[src/verilog/ser_pkg.sv]
// Constants, offsets and carriers of the synchronous exception recorder.
// Assumes one core clock and an AHB-Lite register port.
package ser_pkg;
    // Register byte offsets
    localparam logic [7:0] OFF_CTRL = 8'h00;
    localparam logic [7:0] OFF_CAUSE = 8'h04;
    localparam logic [7:0] OFF_RETADDR = 8'h08;
    localparam logic [7:0] OFF_FAULTADDR = 8'h0C;
    localparam logic [7:0] OFF_IRQ_STAT = 8'h10;
    localparam logic [7:0] OFF_IRQ_MASK = 8'h14;
    // Field positions
    localparam int CTRL_CU_LSB = 0;
    localparam int CTRL_MODE_LSB = 4;
    localparam int CTRL_WIDE_BIT = 6;
    localparam int CTRL_KX_BIT = 7;
    localparam int CAUSE_CODE_LSB = 2;
    localparam int CAUSE_CSEL_LSB = 28;
    localparam int CAUSE_DS_BIT = 31;
    // Reset values, vector address and delay-slot step
    localparam logic [7:0] CTRL_RST = 8'h01;
    localparam logic [8:0] IRQ_MASK_RST = 9'h000;
    localparam logic [31:0] VECTOR_ADDR = 32'h0000_0100;
    localparam logic [31:0] SLOT_STEP = 32'h0000_0004;
    // Privilege modes
    localparam logic [1:0] MODE_KERNEL = 2'h0;
    // Cause codes
    localparam logic [4:0] CODE_NONE = 5'h00;
    localparam logic [4:0] CODE_FETCH_BUS = 5'h01;
    localparam logic [4:0] CODE_DATA_BUS = 5'h02;
    localparam logic [4:0] CODE_SVC = 5'h03;
    localparam logic [4:0] CODE_HALT = 5'h04;
    localparam logic [4:0] CODE_RESV = 5'h05;
    localparam logic [4:0] CODE_COP = 5'h06;
    localparam logic [4:0] CODE_COND = 5'h07;
    localparam logic [4:0] CODE_WRAP = 5'h08;
    localparam logic [4:0] CODE_FLOAT = 5'h09;
    // Event vector width, one bit per priority level
    localparam int EV_W = 9;
    // Opcodes
    localparam logic [5:0] OP_FUNC_GRP = 6'h00;
    localparam logic [5:0] OP_IMM_GRP = 6'h01;
    localparam logic [5:0] OP_SUM_IMM_W = 6'h08;
    localparam logic [5:0] OP_SUM_IMM_D = 6'h18;
    localparam logic [3:0] OP_COP_HI = 4'h4;
    localparam logic [5:0] FN_SVC = 6'h0C;
    localparam logic [5:0] FN_HALT = 6'h0D;
    localparam logic [5:0] FN_SUM_W = 6'h20;
    localparam logic [5:0] FN_DIFF_W = 6'h22;
    localparam logic [5:0] FN_SUM_D = 6'h2C;
    localparam logic [5:0] FN_DIFF_D = 6'h2E;
    localparam logic [2:0] FN_COND_HI = 3'h6;
    localparam logic [1:0] RT_COND_HI = 2'h1;
    // Defined-code maps, one bit per code value
    localparam logic [63:0] MAJOR_DEFINED = 64'hB7FF_FFFF_0FFF_FFFF;
    localparam logic [63:0] FUNCT_DEFINED = 64'h5F5F_FCFF_FFCF_B3DD;
    localparam logic [31:0] IMMGRP_DEFINED = 32'h000F_5F0F;
    localparam logic [63:0] WIDE_MAJOR = 64'h9090_3080_0F00_0000;
    localparam logic [63:0] WIDE_FUNCT = 64'hDD00_F000_F0D0_0000;

    typedef enum logic [0:0] {
        ST_RUN = 1'b0,
        ST_VECTOR = 1'b1
    } ser_state_t;

    // One instruction offered by the pipeline for retirement
    typedef struct packed {
        logic valid;
        logic [31:0] word;
        logic [31:0] pc;
        logic [31:0] branchPc;
        logic inDelaySlot;
        logic fetchFault;
        logic dataFault;
        logic floatFault;
        logic [63:0] opA;
        logic [63:0] opB;
    } ser_instr_t;
endpackage : ser_pkg

[src/verilog/ser_check.sv]
// Conditional trap evaluation and checked add/subtract overflow.
// Assumes operands are the register values read for the instruction.
`timescale 1ns/100ps
`default_nettype none
module ser_check (
    input wire logic [31:0] word,
    input wire logic [63:0] opA,
    input wire logic [63:0] opB,
    output logic condTrue,
    output logic sumWrap
);
    import ser_pkg::*;
    logic [5:0] major;
    logic [5:0] funct;
    logic [4:0] rt;
    logic isFunc, isImm, useImm, isCond, ge, geu, eq, isSub;
    logic isWordOp, isDwordOp;
    logic [2:0] condSel;
    logic [63:0] rhs, res;
    assign major = word[31:26];
    assign funct = word[5:0];
    assign rt = word[20:16];
    assign isFunc = major == OP_FUNC_GRP;
    assign isImm = major == OP_IMM_GRP;
    assign useImm = isImm | major == OP_SUM_IMM_W | major == OP_SUM_IMM_D;
    assign rhs = useImm ? {{48{word[15]}}, word[15:0]} : opB;
    assign isCond = (isFunc & funct[5:3] == FN_COND_HI)
        | (isImm & rt[4:3] == RT_COND_HI);
    assign condSel = isFunc ? funct[2:0] : rt[2:0];
    assign ge = $signed(opA) >= $signed(rhs);
    assign geu = opA >= rhs;
    assign eq = opA == rhs;
    always_comb begin
        case (condSel)
            3'h0: condTrue = isCond & ge;
            3'h1: condTrue = isCond & geu;
            3'h2: condTrue = isCond & ~ge;
            3'h3: condTrue = isCond & ~geu;
            3'h4: condTrue = isCond & eq;
            3'h6: condTrue = isCond & ~eq;
            default: condTrue = 1'b0;
        endcase
    end
    // Two's-complement wrap on the checked forms only
    assign isSub = isFunc & (funct == FN_DIFF_W | funct == FN_DIFF_D);
    assign isWordOp = major == OP_SUM_IMM_W
        | (isFunc & (funct == FN_SUM_W | funct == FN_DIFF_W));
    assign isDwordOp = major == OP_SUM_IMM_D
        | (isFunc & (funct == FN_SUM_D | funct == FN_DIFF_D));
    assign res = isSub ? opA - rhs : opA + rhs;
    assign sumWrap = (isWordOp & (opA[31] == (rhs[31] ^ isSub))
        & (res[31] != opA[31]))
        | (isDwordOp & (opA[63] == (rhs[63] ^ isSub))
        & (res[63] != opA[63]));
endmodule : ser_check
`default_nettype wire

[src/verilog/ser_decode.sv]
// Instruction decode for reserved and coprocessor faults.
// Assumes the word is valid only when the pipeline says so.
`timescale 1ns/100ps
`default_nettype none
module ser_decode (
    input wire logic [31:0] word,
    input wire logic [3:0] copUsable,
    input wire logic userSup,
    input wire logic wideEn,
    output logic isSvc,
    output logic isHalt,
    output logic copFault,
    output logic resvFault
);
    import ser_pkg::*;
    logic [5:0] major;
    logic [5:0] funct;
    logic isFunc, isImm, isCop, wideOp;
    assign major = word[31:26];
    assign funct = word[5:0];
    assign isFunc = major == OP_FUNC_GRP;
    assign isImm = major == OP_IMM_GRP;
    assign isSvc = isFunc & funct == FN_SVC;
    // Bits 25:6 are not looked at
    assign isHalt = isFunc & funct == FN_HALT;
    assign isCop = major[5:2] == OP_COP_HI;
    assign copFault = isCop & ~copUsable[major[1:0]]
        & (major[1:0] != 2'h0 | userSup);
    assign wideOp = WIDE_MAJOR[major] | (isFunc & WIDE_FUNCT[funct]);
    assign resvFault = ~MAJOR_DEFINED[major]
        | (isFunc & ~FUNCT_DEFINED[funct])
        | (isImm & ~IMMGRP_DEFINED[word[20:16]])
        | (wideOp & userSup & ~wideEn);
endmodule : ser_decode
`default_nettype wire

[src/verilog/ser_recorder.sv]
// Synchronous exception recorder: detects faults, records cause,
// return address and delay flag, redirects and flushes.
// Assumes the pipeline presents one retiring instruction per cycle.
// Summary of operation
// - every fault here redirects execution to the common vector.
// - return address is faulting pc, or branch pc when in delay slot.
// - service-call instruction raises its exception and records its code.
// - delay flag set only for a delay-slot fault, cleared by any other fault, held between faults.
// - debug-trap instruction raises breakpoint and records its code.
// - debug-trap unused field is ignored by decode.
// - coprocessor unusable raised for unmarked unit; unit 0 only outside kernel.
// - coprocessor fault records code and the referenced coprocessor number.
// - undefined major opcode raises reserved instruction.
// - undefined function or immediate-group minor opcode raises reserved.
// - wide ops in user/supervisor 32-bit mode reserved; kernel runs them, except functions 0x14 and 0x3F, reserved in every mode.
// - a true conditional trap raises trap and records its code.
// - checked add or subtract overflow raises overflow with its code.
// - float unit fault raises float exception; detail stays in float unit.
// - no mask suppresses any of these exceptions.
// - fetch fault address is return address, plus 4 when flagged.
// - data fault instruction is at return address, plus 4 when flagged.
`timescale 1ns/100ps
`default_nettype none
module ser_recorder (
    input wire logic clk_sys,
    input wire logic arst_n,
    input wire logic hsel,
    input wire logic [31:0] haddr,
    input wire logic [1:0] htrans,
    input wire logic hwrite,
    input wire logic [2:0] hsize,
    input wire logic [31:0] hwdata,
    input wire logic hready,
    output logic hreadyout,
    output logic hresp,
    output logic [31:0] hrdata,
    input wire ser_pkg::ser_instr_t instr,
    output logic commitOk,
    output logic flushYoung,
    output logic redirectValid,
    output logic [31:0] redirectPc,
    output logic irq
);
    import ser_pkg::*;

    ser_state_t stateFf, nxt_state;
    logic [7:0] ctrlFf, nxt_ctrl;
    logic [4:0] causeCodeFf, nxt_causeCode;
    logic delayFlagFf, nxt_delayFlag;
    logic [1:0] copSelFf, nxt_copSel;
    logic [31:0] retAddrFf, nxt_retAddr;
    logic [EV_W-1:0] irqStatFf, nxt_irqStat;
    logic [EV_W-1:0] irqMaskFf, nxt_irqMask;
    logic [31:0] hrdataFf, nxt_hrdata;
    logic wrPendFf;
    logic [7:0] wrAddrFf;

    logic [3:0] copUsable;
    logic [1:0] mode;
    logic userSup, wideEn;
    logic isSvc, isHalt, copFault, resvFault;
    logic condTrue, sumWrap;
    logic live;
    logic [EV_W-1:0] raw, evt;
    logic take;
    logic [4:0] takeCode;
    logic [31:0] faultAddr;
    logic [31:0] causeWord;
    logic [31:0] rdMux;
    logic aphase, rdReq, rdClear, wrCtrl, wrMask;
    logic [7:0] aOff;

    // Control fields steer decode
    assign copUsable = ctrlFf[CTRL_CU_LSB+3:CTRL_CU_LSB];
    assign mode = ctrlFf[CTRL_MODE_LSB+1:CTRL_MODE_LSB];
    assign userSup = mode != MODE_KERNEL;
    assign wideEn = ctrlFf[CTRL_WIDE_BIT];

    ser_decode u_decode (
        .word(instr.word),
        .copUsable(copUsable),
        .userSup(userSup),
        .wideEn(wideEn),
        .isSvc(isSvc),
        .isHalt(isHalt),
        .copFault(copFault),
        .resvFault(resvFault)
    );

    ser_check u_check (
        .word(instr.word),
        .opA(instr.opA),
        .opB(instr.opB),
        .condTrue(condTrue),
        .sumWrap(sumWrap)
    );

    // Nothing is taken in the redirect cycle, that slot is being flushed
    assign live = instr.valid & (stateFf == ST_RUN);

    // Raw conditions; a fetch fault makes the word meaningless
    assign raw[0] = instr.fetchFault;
    assign raw[1] = ~instr.fetchFault & copFault;
    assign raw[2] = ~instr.fetchFault & resvFault;
    assign raw[3] = ~instr.fetchFault & isSvc;
    assign raw[4] = ~instr.fetchFault & isHalt;
    assign raw[5] = ~instr.fetchFault & condTrue;
    assign raw[6] = ~instr.fetchFault & sumWrap;
    assign raw[7] = ~instr.fetchFault & instr.floatFault;
    assign raw[8] = ~instr.fetchFault & instr.dataFault;

    // Priority pick: lowest index wins; no mask term anywhere
    assign evt[0] = live & raw[0];
    generate
        for (genvar i = 1; i < EV_W; i++) begin : g_pri
            assign evt[i] = live & raw[i] & ~|raw[i-1:0];
        end
    endgenerate
    assign take = |evt;

    assign takeCode = evt[0] ? CODE_FETCH_BUS
        : evt[1] ? CODE_COP
        : evt[2] ? CODE_RESV
        : evt[3] ? CODE_SVC
        : evt[4] ? CODE_HALT
        : evt[5] ? CODE_COND
        : evt[6] ? CODE_WRAP
        : evt[7] ? CODE_FLOAT
        : CODE_DATA_BUS;

    // Younger work is squashed the cycle of detection and the next
    assign flushYoung = take | (stateFf == ST_VECTOR);
    assign commitOk = live & ~take;

    always_comb begin
        nxt_state = stateFf;
        case (stateFf)
            ST_RUN: begin
                if (take) begin
                    nxt_state = ST_VECTOR;
                end
            end
            ST_VECTOR: begin
                nxt_state = ST_RUN;
            end
            default: begin
                nxt_state = ST_RUN;
            end
        endcase
    end

    assign redirectValid = stateFf == ST_VECTOR;
    assign redirectPc = VECTOR_ADDR;

    // Recorded state; floating detail is left in the float unit
    assign nxt_causeCode = take ? takeCode : causeCodeFf;
    assign nxt_delayFlag = take ? instr.inDelaySlot
        : delayFlagFf;
    assign nxt_retAddr = !take ? retAddrFf
        : instr.inDelaySlot ? instr.branchPc : instr.pc;
    assign nxt_copSel = evt[1] ? instr.word[27:26]
        : copSelFf;

    // Handler locates the fault from the record
    assign faultAddr = retAddrFf
        + (delayFlagFf ? SLOT_STEP : 32'h0000_0000);

    assign causeWord = ({31'h0000_0000, delayFlagFf} << CAUSE_DS_BIT)
        | ({30'h0000_0000, copSelFf} << CAUSE_CSEL_LSB)
        | ({27'h0000_0000, causeCodeFf} << CAUSE_CODE_LSB);

    // AHB-Lite slave, zero wait state, always OKAY
    assign aphase = hsel & htrans[1] & hready;
    assign aOff = haddr[7:0];
    assign rdReq = aphase & ~hwrite;
    assign rdClear = rdReq & (aOff == OFF_IRQ_STAT);
    assign wrCtrl = wrPendFf & (wrAddrFf == OFF_CTRL);
    assign wrMask = wrPendFf & (wrAddrFf == OFF_IRQ_MASK);
    assign hreadyout = 1'b1;
    assign hresp = 1'b0;
    assign hrdata = hrdataFf;

    assign rdMux = (aOff == OFF_CTRL) ? {24'h00_0000, ctrlFf}
        : (aOff == OFF_CAUSE) ? causeWord
        : (aOff == OFF_RETADDR) ? retAddrFf
        : (aOff == OFF_FAULTADDR) ? faultAddr
        : (aOff == OFF_IRQ_STAT) ? {23'h00_0000, irqStatFf}
        : (aOff == OFF_IRQ_MASK) ? {23'h00_0000, irqMaskFf}
        : 32'h0000_0000;
    assign nxt_hrdata = rdReq ? rdMux : hrdataFf;
    assign nxt_ctrl = wrCtrl ? hwdata[7:0] : ctrlFf;
    assign nxt_irqMask = wrMask ? hwdata[EV_W-1:0] : irqMaskFf;
    // New event beats a clearing read in the same cycle
    assign nxt_irqStat = (rdClear ? {EV_W{1'b0}} : irqStatFf) | evt;
    assign irq = |(irqStatFf & irqMaskFf);

    always_ff @(posedge clk_sys or negedge arst_n) begin
        if (!arst_n) begin
            stateFf <= ST_RUN;
            causeCodeFf <= CODE_NONE;
            delayFlagFf <= 1'b0;
            copSelFf <= 2'h0;
            retAddrFf <= 32'h0000_0000;
        end else begin
            stateFf <= nxt_state;
            causeCodeFf <= nxt_causeCode;
            delayFlagFf <= nxt_delayFlag;
            copSelFf <= nxt_copSel;
            retAddrFf <= nxt_retAddr;
        end
    end

    always_ff @(posedge clk_sys or negedge arst_n) begin
        if (!arst_n) begin
            ctrlFf <= CTRL_RST;
            irqMaskFf <= IRQ_MASK_RST;
            irqStatFf <= {EV_W{1'b0}};
            hrdataFf <= 32'h0000_0000;
            wrPendFf <= 1'b0;
            wrAddrFf <= 8'h00;
        end else begin
            ctrlFf <= nxt_ctrl;
            irqMaskFf <= nxt_irqMask;
            irqStatFf <= nxt_irqStat;
            hrdataFf <= nxt_hrdata;
            wrPendFf <= aphase & hwrite;
            wrAddrFf <= aOff;
        end
    end
endmodule : ser_recorder
`default_nettype wire

[config.mk]
export PLATFORM = sky130hd
export DESIGN_NAME = ser_recorder
export DESIGN_NICKNAME = d
export VERILOG_FILES = /design/src/verilog/ser_pkg.sv /design/src/verilog/ser_check.sv /design/src/verilog/ser_decode.sv /design/src/verilog/ser_recorder.sv
export SDC_FILE = /design/constraint.sdc
export NUM_CORES = 1
export LEC_CHECK = 0
export BUFFER_PORTS_ARGS = -buffer_cell sky130_fd_sc_hd__buf_4
export CORE_UTILIZATION = 51
export DETAILED_ROUTE_END_ITERATION = 10
export PLACE_DENSITY = 0.9
export SYNTH_ARGS = -nofsm -noshare
export SYNTH_HDL_FRONTEND = slang
export SYNTH_HIERARCHICAL = 1
export SYNTH_SLANG_ARGS = --single-unit
export TNS_END_PERCENT = 50
[constraint.sdc]
create_clock -name clk_sys -period 10.6 [get_ports clk_sys]
set_input_delay 2.65 -clock clk_sys [delete_from_list [all_inputs] [get_ports clk_sys]]
set_output_delay 2.65 -clock clk_sys [all_outputs]
set_load 0.1 [all_outputs]
=== Yosys cells after proc, flatten, opt, wreduce, memory -nomap -nowiden ===
Memories as Yosys holds them, arrays and structs flattened.
Index checks and enable logic that the tools add are counted.

* Add/subtract/negate cells: 3
* Order comparisons: 6
* Eq/ne operators: 28
* Multiplexer cells: 30
* Bitwise gates (word level): 91
* Reductions and logical operators: 23

{| class="wikitable"
|+ Operators with widths
! cell !! count
|-
| $mux 32 || 5
|-
| $ge 64x64->1 || 2
|-
| $mux 64 || 2
|-
| $add 64x64->64 || 1
|-
| $eq 64x64->1 || 1
|-
| $sub 64x64->64 || 1
|-
| $and 1x1->1 || 58
|-
| $add 32x3->32 || 1
|-
| $mux 4 || 8
|-
| $or 32x30->32 || 1
|-
| $or 32x7->32 || 1
|-
| $mux 9 || 3
|-
| $eq 6x6->1 const B || 4
|-
| $eq 8x5->1 const B || 3
|-
| $eq 6x4->1 const B || 3
|-
| $reduce_or 9->1 || 2
|-
| $eq 8x4->1 const B || 2
|-
| $logic_not 8->1 || 2
|-
| $or 1x1->1 || 15
|-
| $lt 6x7->1 const B || 2
|-
| $not 1->1 || 12
|-
| $and 9x9->9 || 1
|-
| $eq 3x3->1 const B || 3
|-
| $or 9x9->9 || 1
|-
| other kinds (28) || 47
|}

* Flip-flop bits (word level): 108
* Memory bits (read-only): 288
* Input bits: 303
* Output and inout bits: 70
* Memories: 5

{| class="wikitable"
|+ Memories
! memory !! depth !! width !! read ports !! clocked after memory_dff !! write ports !! RTL line !! source
|-
| (no name shown) || 64 || 1 || 1 || 0 || 0 || ser_decode.sv:29 || <nowiki>assign wideOp = WIDE_MAJOR[major] | (isFunc & WIDE_FUNCT[funct]);</nowiki>
|-
| (no name shown) || 64 || 1 || 1 || 0 || 0 || ser_decode.sv:29 ||
|-
| (no name shown) || 64 || 1 || 1 || 0 || 0 || ser_decode.sv:30 || <nowiki>assign resvFault = ~MAJOR_DEFINED[major]</nowiki>
|-
| (no name shown) || 64 || 1 || 1 || 0 || 0 || ser_decode.sv:31 || <nowiki>| (isFunc & ~FUNCT_DEFINED[funct])</nowiki>
|-
| (no name shown) || 32 || 1 || 1 || 0 || 0 || ser_decode.sv:32 || <nowiki>| (isImm & ~IMMGRP_DEFINED[word[20:16]])</nowiki>
|}

=== Logic depth before layout (Yosys ltp) ===
* Depth after elaboration: 21
* Mapped depth: 26
* Mapped depth without buffers: 22

=== Cells and area by module ===
The synthesis kept the hierarchy.

{| class="wikitable"
|+ By module, submodules not included
! module !! times used !! cells an instance !! area each (um^2) !! sequential area each (um^2)
|-
| ser_recorder || 1 || 580 || 5694.2 || 2678.8
|-
| ser_check || 1 || 539 || 4186.5 || 0.0
|-
| ser_decode || 1 || 50 || 346.6 || 0.0
|}

=== Worst setup path before layout ===
Ideal clock, no wire load.

* Path type: input to output
* From: input port instr[226] (netlist bit)
* To: output port commitOk
* Arrival: 8.115 ns
* Required time: 7.950 ns
* Path slack: -0.165 ns
* Cell stages on the path: 23
* Path buffers: 4
* Path through: nor2_1 -> mux2_2 -> nand2_1 -> nor2_1 -> clkbuf_1 -> clkbuf_1 -> a21o_1 -> ha_1 -> or4b_4 -> nor4b_2 -> nand4b_1 -> a41o_1 -> and3_4 -> o21ai_2 -> a21o_2 -> a21oi_1 -> o211a_1 -> nor4_2 -> a21o_1 -> buf_4 -> buf_6 -> inv_2 -> nor2_1

{| class="wikitable"
|+ RTL lines
! element !! RTL line !! source
|-
| start, declared || ser_recorder.sv:37 || <nowiki>input wire ser_pkg::ser_instr_t instr,</nowiki>
|-
| $eq 6x1->1 or $eq 6x4->1 (tied branches) || ser_check.sv:24, ser_check.sv:25 ||
|-
| $or 1x1->1 (2 in a row) || ser_check.sv:25 || <nowiki>assign useImm = isImm | major == OP_SUM_IMM_W | major == OP_SUM_IMM_D;</nowiki>
|-
| $mux 64 || ser_check.sv:26 || <nowiki>assign rhs = useImm ? {{48{word[15]}}, word[15:0]} : opB;</nowiki>
|-
| $ge 64x64->1, or another cell as far along || ser_check.sv:31 || <nowiki>assign geu = opA >= rhs;</nowiki>
|-
| $not 1->1 (on tied branches) || ser_check.sv:38, ser_check.sv:37, ser_check.sv:40 ||
|-
| $and 1x1->1 (on tied branches) || ser_check.sv:38, ser_check.sv:37, ser_check.sv:40 ||
|-
| $pmux 1 s6 * || ser_check.sv:34 || <nowiki>case (condSel)</nowiki>
|-
| net condTrue || ser_recorder.sv:62 || <nowiki>logic condTrue, sumWrap;</nowiki>
|-
| $and 1x1->1 * || ser_recorder.sv:107 || <nowiki>assign raw[5] = ~instr.fetchFault & condTrue;</nowiki>
|-
| $reduce_or 8->1, or another cell as far along || ser_recorder.sv:116 || <nowiki>assign evt[i] = live & raw[i] & ~|raw[i-1:0];</nowiki>
|-
| $logic_not 1->1 || ser_recorder.sv:116 ||
|-
| $and 1x1->1 || ser_recorder.sv:116 ||
|-
| $reduce_or 9->1 * || ser_recorder.sv:119 || <nowiki>assign take = |evt;</nowiki>
|-
| $not 1->1 * || ser_recorder.sv:133 || <nowiki>assign commitOk = live & ~take;</nowiki>
|-
| $and 1x1->1 * || ser_recorder.sv:133 ||
|-
| end, declared || ser_recorder.sv:38 || <nowiki>output logic commitOk,</nowiki>
|}

Mark *: on every way through the listed nets, which the timed path passes. The rest lies on a longest branch. The select of a mux whose other input is x is not followed.

=== Worst setup path after layout ===
* From: input port instr[222] (netlist bit)
* To: output port commitOk

* Longest elaborated chain between the ends: 16

{| class="wikitable"
|+ Ends and longest elaborated chain
! element !! RTL line !! source
|-
| $eq 6x1->1 or $eq 6x4->1 (tied branches) || ser_check.sv:24, ser_check.sv:25, ser_check.sv:46 ||
|-
| $or 1x1->1 (2 in a row) || ser_check.sv:25 ||
|-
| $mux 64 || ser_check.sv:26 ||
|-
| $add 64x64->64, or another cell as far along || ser_check.sv:50 || <nowiki>assign res = isSub ? opA - rhs : opA + rhs;</nowiki>
|-
| $mux 64, or another cell as far along || ser_check.sv:50 ||
|-
| $ne 1x1->1, or another cell as far along || ser_check.sv:52 || <nowiki>& (res[31] != opA[31]))</nowiki>
|-
| $and 1x1->1 (on tied branches) || ser_check.sv:52, ser_check.sv:54 ||
|-
| $or 1x1->1 * || ser_check.sv:53 || <nowiki>| (isDwordOp & (opA[63] == (rhs[63] ^ isSub))</nowiki>
|-
| net sumWrap || ser_recorder.sv:62 ||
|-
| $and 1x1->1 * || ser_recorder.sv:108 || <nowiki>assign raw[6] = ~instr.fetchFault & sumWrap;</nowiki>
|-
| $reduce_or 8->1 or $reduce_or 7->1 (tied branches) || ser_recorder.sv:116 ||
|-
| $logic_not 1->1 || ser_recorder.sv:116 ||
|-
| $and 1x1->1 || ser_recorder.sv:116 ||
|-
| $reduce_or 9->1 * || ser_recorder.sv:119 ||
|-
| $not 1->1 * || ser_recorder.sv:133 ||
|-
| $and 1x1->1 * || ser_recorder.sv:133 ||
|}

Marked as above.

==> out/results.tsv <==
metric	value	unit
DP Wirelength	22700	µm
Final WS setup	0.4344	ns
Pleak	6.543	nW
Synth area leaders	dfrtp_1 (26%), ha_1 (18%), mux2i_1 (5.0%)	
DRT Wirelength	28470	µm
Vias/cell	5.753	
Area Overhead vs Synth	24.49	%
CTS HTree Levels	3	
Cell variety after synth	89	
Async S/R FF share, synth	100.0	%
crit share post-route	95.90	%
Worst-path clk slew	0.06	ns
Setup crit end kind	primary output	
core area	19590	µm²
Post-Syn Area	10230	µm²
DRT iter0 DRCs	715	
largest net degree at the start of global routing	72	
Placed Cells	1677	
GRT Util Overall	27.15	%
share of layout cells above drive strength 1	25.98	%
starting density of the core	52.21	%
area of the die	20620	µm²
gr ovfl total	0	
Pwr per Cell Area	99.32	nW/µm²
number of synthesized register bits	107	
worst min-delay path category	reg2reg	
Startpoint Class	primary input	
status	complete, no violations	
relative slew slack	37.43	%
number of remaining DRC errors	0	
TritonRoute pass-1 iters	5	
most used flip-flop cell after synthesis	dfrtp_1	
Crit path arrival time	7.52	ns
f_max	0.09837	GHz
dpl ws	0.4885	ns
Slew Limit Fails	0	
Worst IR Drop VDD	0.06400	mV
unrepaired setup endpoints after global routing	false	
chip height	143.6	µm
Post-CTS Resized	0	
Seq/Total Area, Yosys	26.19	%
hold buffers post-CTS	0	
Util after Layout	64.99	%
initial antenna violation count	0	
total CTS buffers	9	
most numerous cell in the Yosys netlist	ha_1	
Max Cap Viol	0	
Tmin final	10.17	ns
I/O Buffers	282	
Synth top cells by count	ha_1 (144), dfrtp_1 (106), nand2_1 (105), inv_1 (90), o21ai_0 (68)	
Slew @ Worst Pin	0.9385	ns
Post-synth EDFFs	0	
Avg Inst Size Synth	8.749	µm²
Site Rows	51	
Synth area leader	dfrtp_1	
Synth warnings	6	
Synth top area share	25.94	%
first-pass GRT wire length	44590	µm
antenna cells	0	
Fin Hold WS	0.4822	ns
Setup Buffers After CTS	0	
Vias	9740	
I/O pin count	373	
vias in the first global route	9274	
Nets	1870	
Root Buffer	clkbuf_16	
Final Hold Violating Endpoints	0	
Longest Clk Path Bufs	2	
Final setup viols	0	
CTS tree	built	
Setup TNS Final	0	ns
RePlAce Congestion	0.8993	
CP Max Fanout	65	
Final ANT Viol Nets	0	
clk_lat worst skew	0.35	ns
Syn Inst Count	1169	
Die Span X	143.6	µm
reg2reg setup slack	7.39	ns
WL/cell	16.82	µm
clk sinks	107	
Worst Path Class, Setup	in2out	
worst path required time	7.95	ns
Fin Clk Skew	0.005659	ns
Post-Layout Cell Count	1693	
==> sequential cells by signal (all words and copies together) (netlist names) <==
name           count
retAddrFf         32
copSelFf           2
redirectValid      1
ctrlFf             8
causeCodeFf        4
delayFlagFf        1
irqMaskFf          9
wrPendFf           1
irqStatFf          9
wrAddrFf           8
hrdata            32
==> critical path: stages <==
cell and delay, ns:
buf_4 0.18, mux2_2 0.36, nand2_2 0.12, buf_12 0.27, mux2_2 0.39, ha_1 0.33
a21o_1 0.18, a211oi_1 0.23, o21ai_1 0.12, a2111o_1 0.42, a31oi_1 0.41, o41ai_2 0.18
o211ai_2 0.12, xnor2_1 0.16, mux2i_1 0.30, o41ai_2 0.12, nor2_1 0.24, a21o_2 0.23
inv_2 0.08, nor2_2 0.09, buf_4 0.30
==> where the power goes <==
part | leakage, nW | switching [mW] | internal, mW
Clock | 0.153 | 0.142 | 0.196
Combinational | 5.02 | 0.258 | 0.181
Sequential | 1.37 | 0.0440 | 0.443
Total | 6.54 | 0.444 | 0.821
==> metal layers <==
layer / vias to the layer above / wire length, µm / track usage (%)
met3: 66 / 2050 / 4.399
met4: 0 / 747 / 9.015
met1: 4616 / 11020 / 31.65
li1: 4627 / - / -
met2: 431 / 14650 / 50.13
met5: - / 0 / 0
==> layout by cell type (no fill, tap or decap), drive strengths merged, types with 7 or more instances in the layout <==
cell,instances
buf,289
ha,144
dfrtp,106
nand2,106
inv,91
o21ai,82
a21oi,62
nor2,57
mux2i,51
a21o,50
conb,34
mux2,33
nand4,24
nand3,23
xor2,23
nand2b,21
nor2b,20
nor3,18
nor4,14
clkbuf,12
nand4b,11
o21bai,10
a22o,8
a31oi,8
o211ai,8
o31ai,7
and3,7
==> through the flow <==
stage | area [µm²] | power [mW]
2_1_floorplan | 10350 | 0.7740
3_3_place_gp | 12430 | 0.9074
3_5_place_dp | 12430 | 0.9252
4_1_cts | 12730 | 1.260
5_1_grt | 12730 | 1.330
6_report | 12730 | 1.265
==> cell families (layout without fill, tap and decap cells) <==
kind of cell / Yosys count / count (layout) / share of synthesized area [%]
adder cells (fa/ha/maj): 144 / 144 / 17.62
other: 2 / 34 / 0.07343
AND/OR/NAND/NOR: 338 / 338 / 17.98
flip-flops: 107 / 107 / 26.19
XOR/XNOR: 29 / 29 / 2.483
buffers and inverters: 169 / 396 / 7.719
multiplexers: 85 / 85 / 8.845
AO/OA/AOI/OAI: 295 / 295 / 19.09
==> path summary, 6_finish.rpt <==
| kind | cells after the start | to | from |
|---|---|---|---|
| min in group asynchronous | 1 | wrAddrFf[1] | arst_n |
| hold / removal | 2 | hrdata[22] | hrdata[22] |
| setup / recovery | 21 | commitOk | instr[222] |
| setup reg to reg | 9 | retAddrFf[29] | ctrlFf[5] |
| max in group asynchronous | 2 | retAddrFf[19] | arst_n |
| hold reg to reg | 2 | hrdata[22] | hrdata[22] |
==> final cells by class <==
class                   instances  area, µm²
fillers                      1547       6858
flip-flops and latches        107       2679
well taps                     265      331.6
inverters                      91      341.6
clock buffers                  12      256.5
multi-input cells             925       6893
clock inverters                 4      48.80
repair buffers                289       2182
Power figures use the tool's default switching activity.
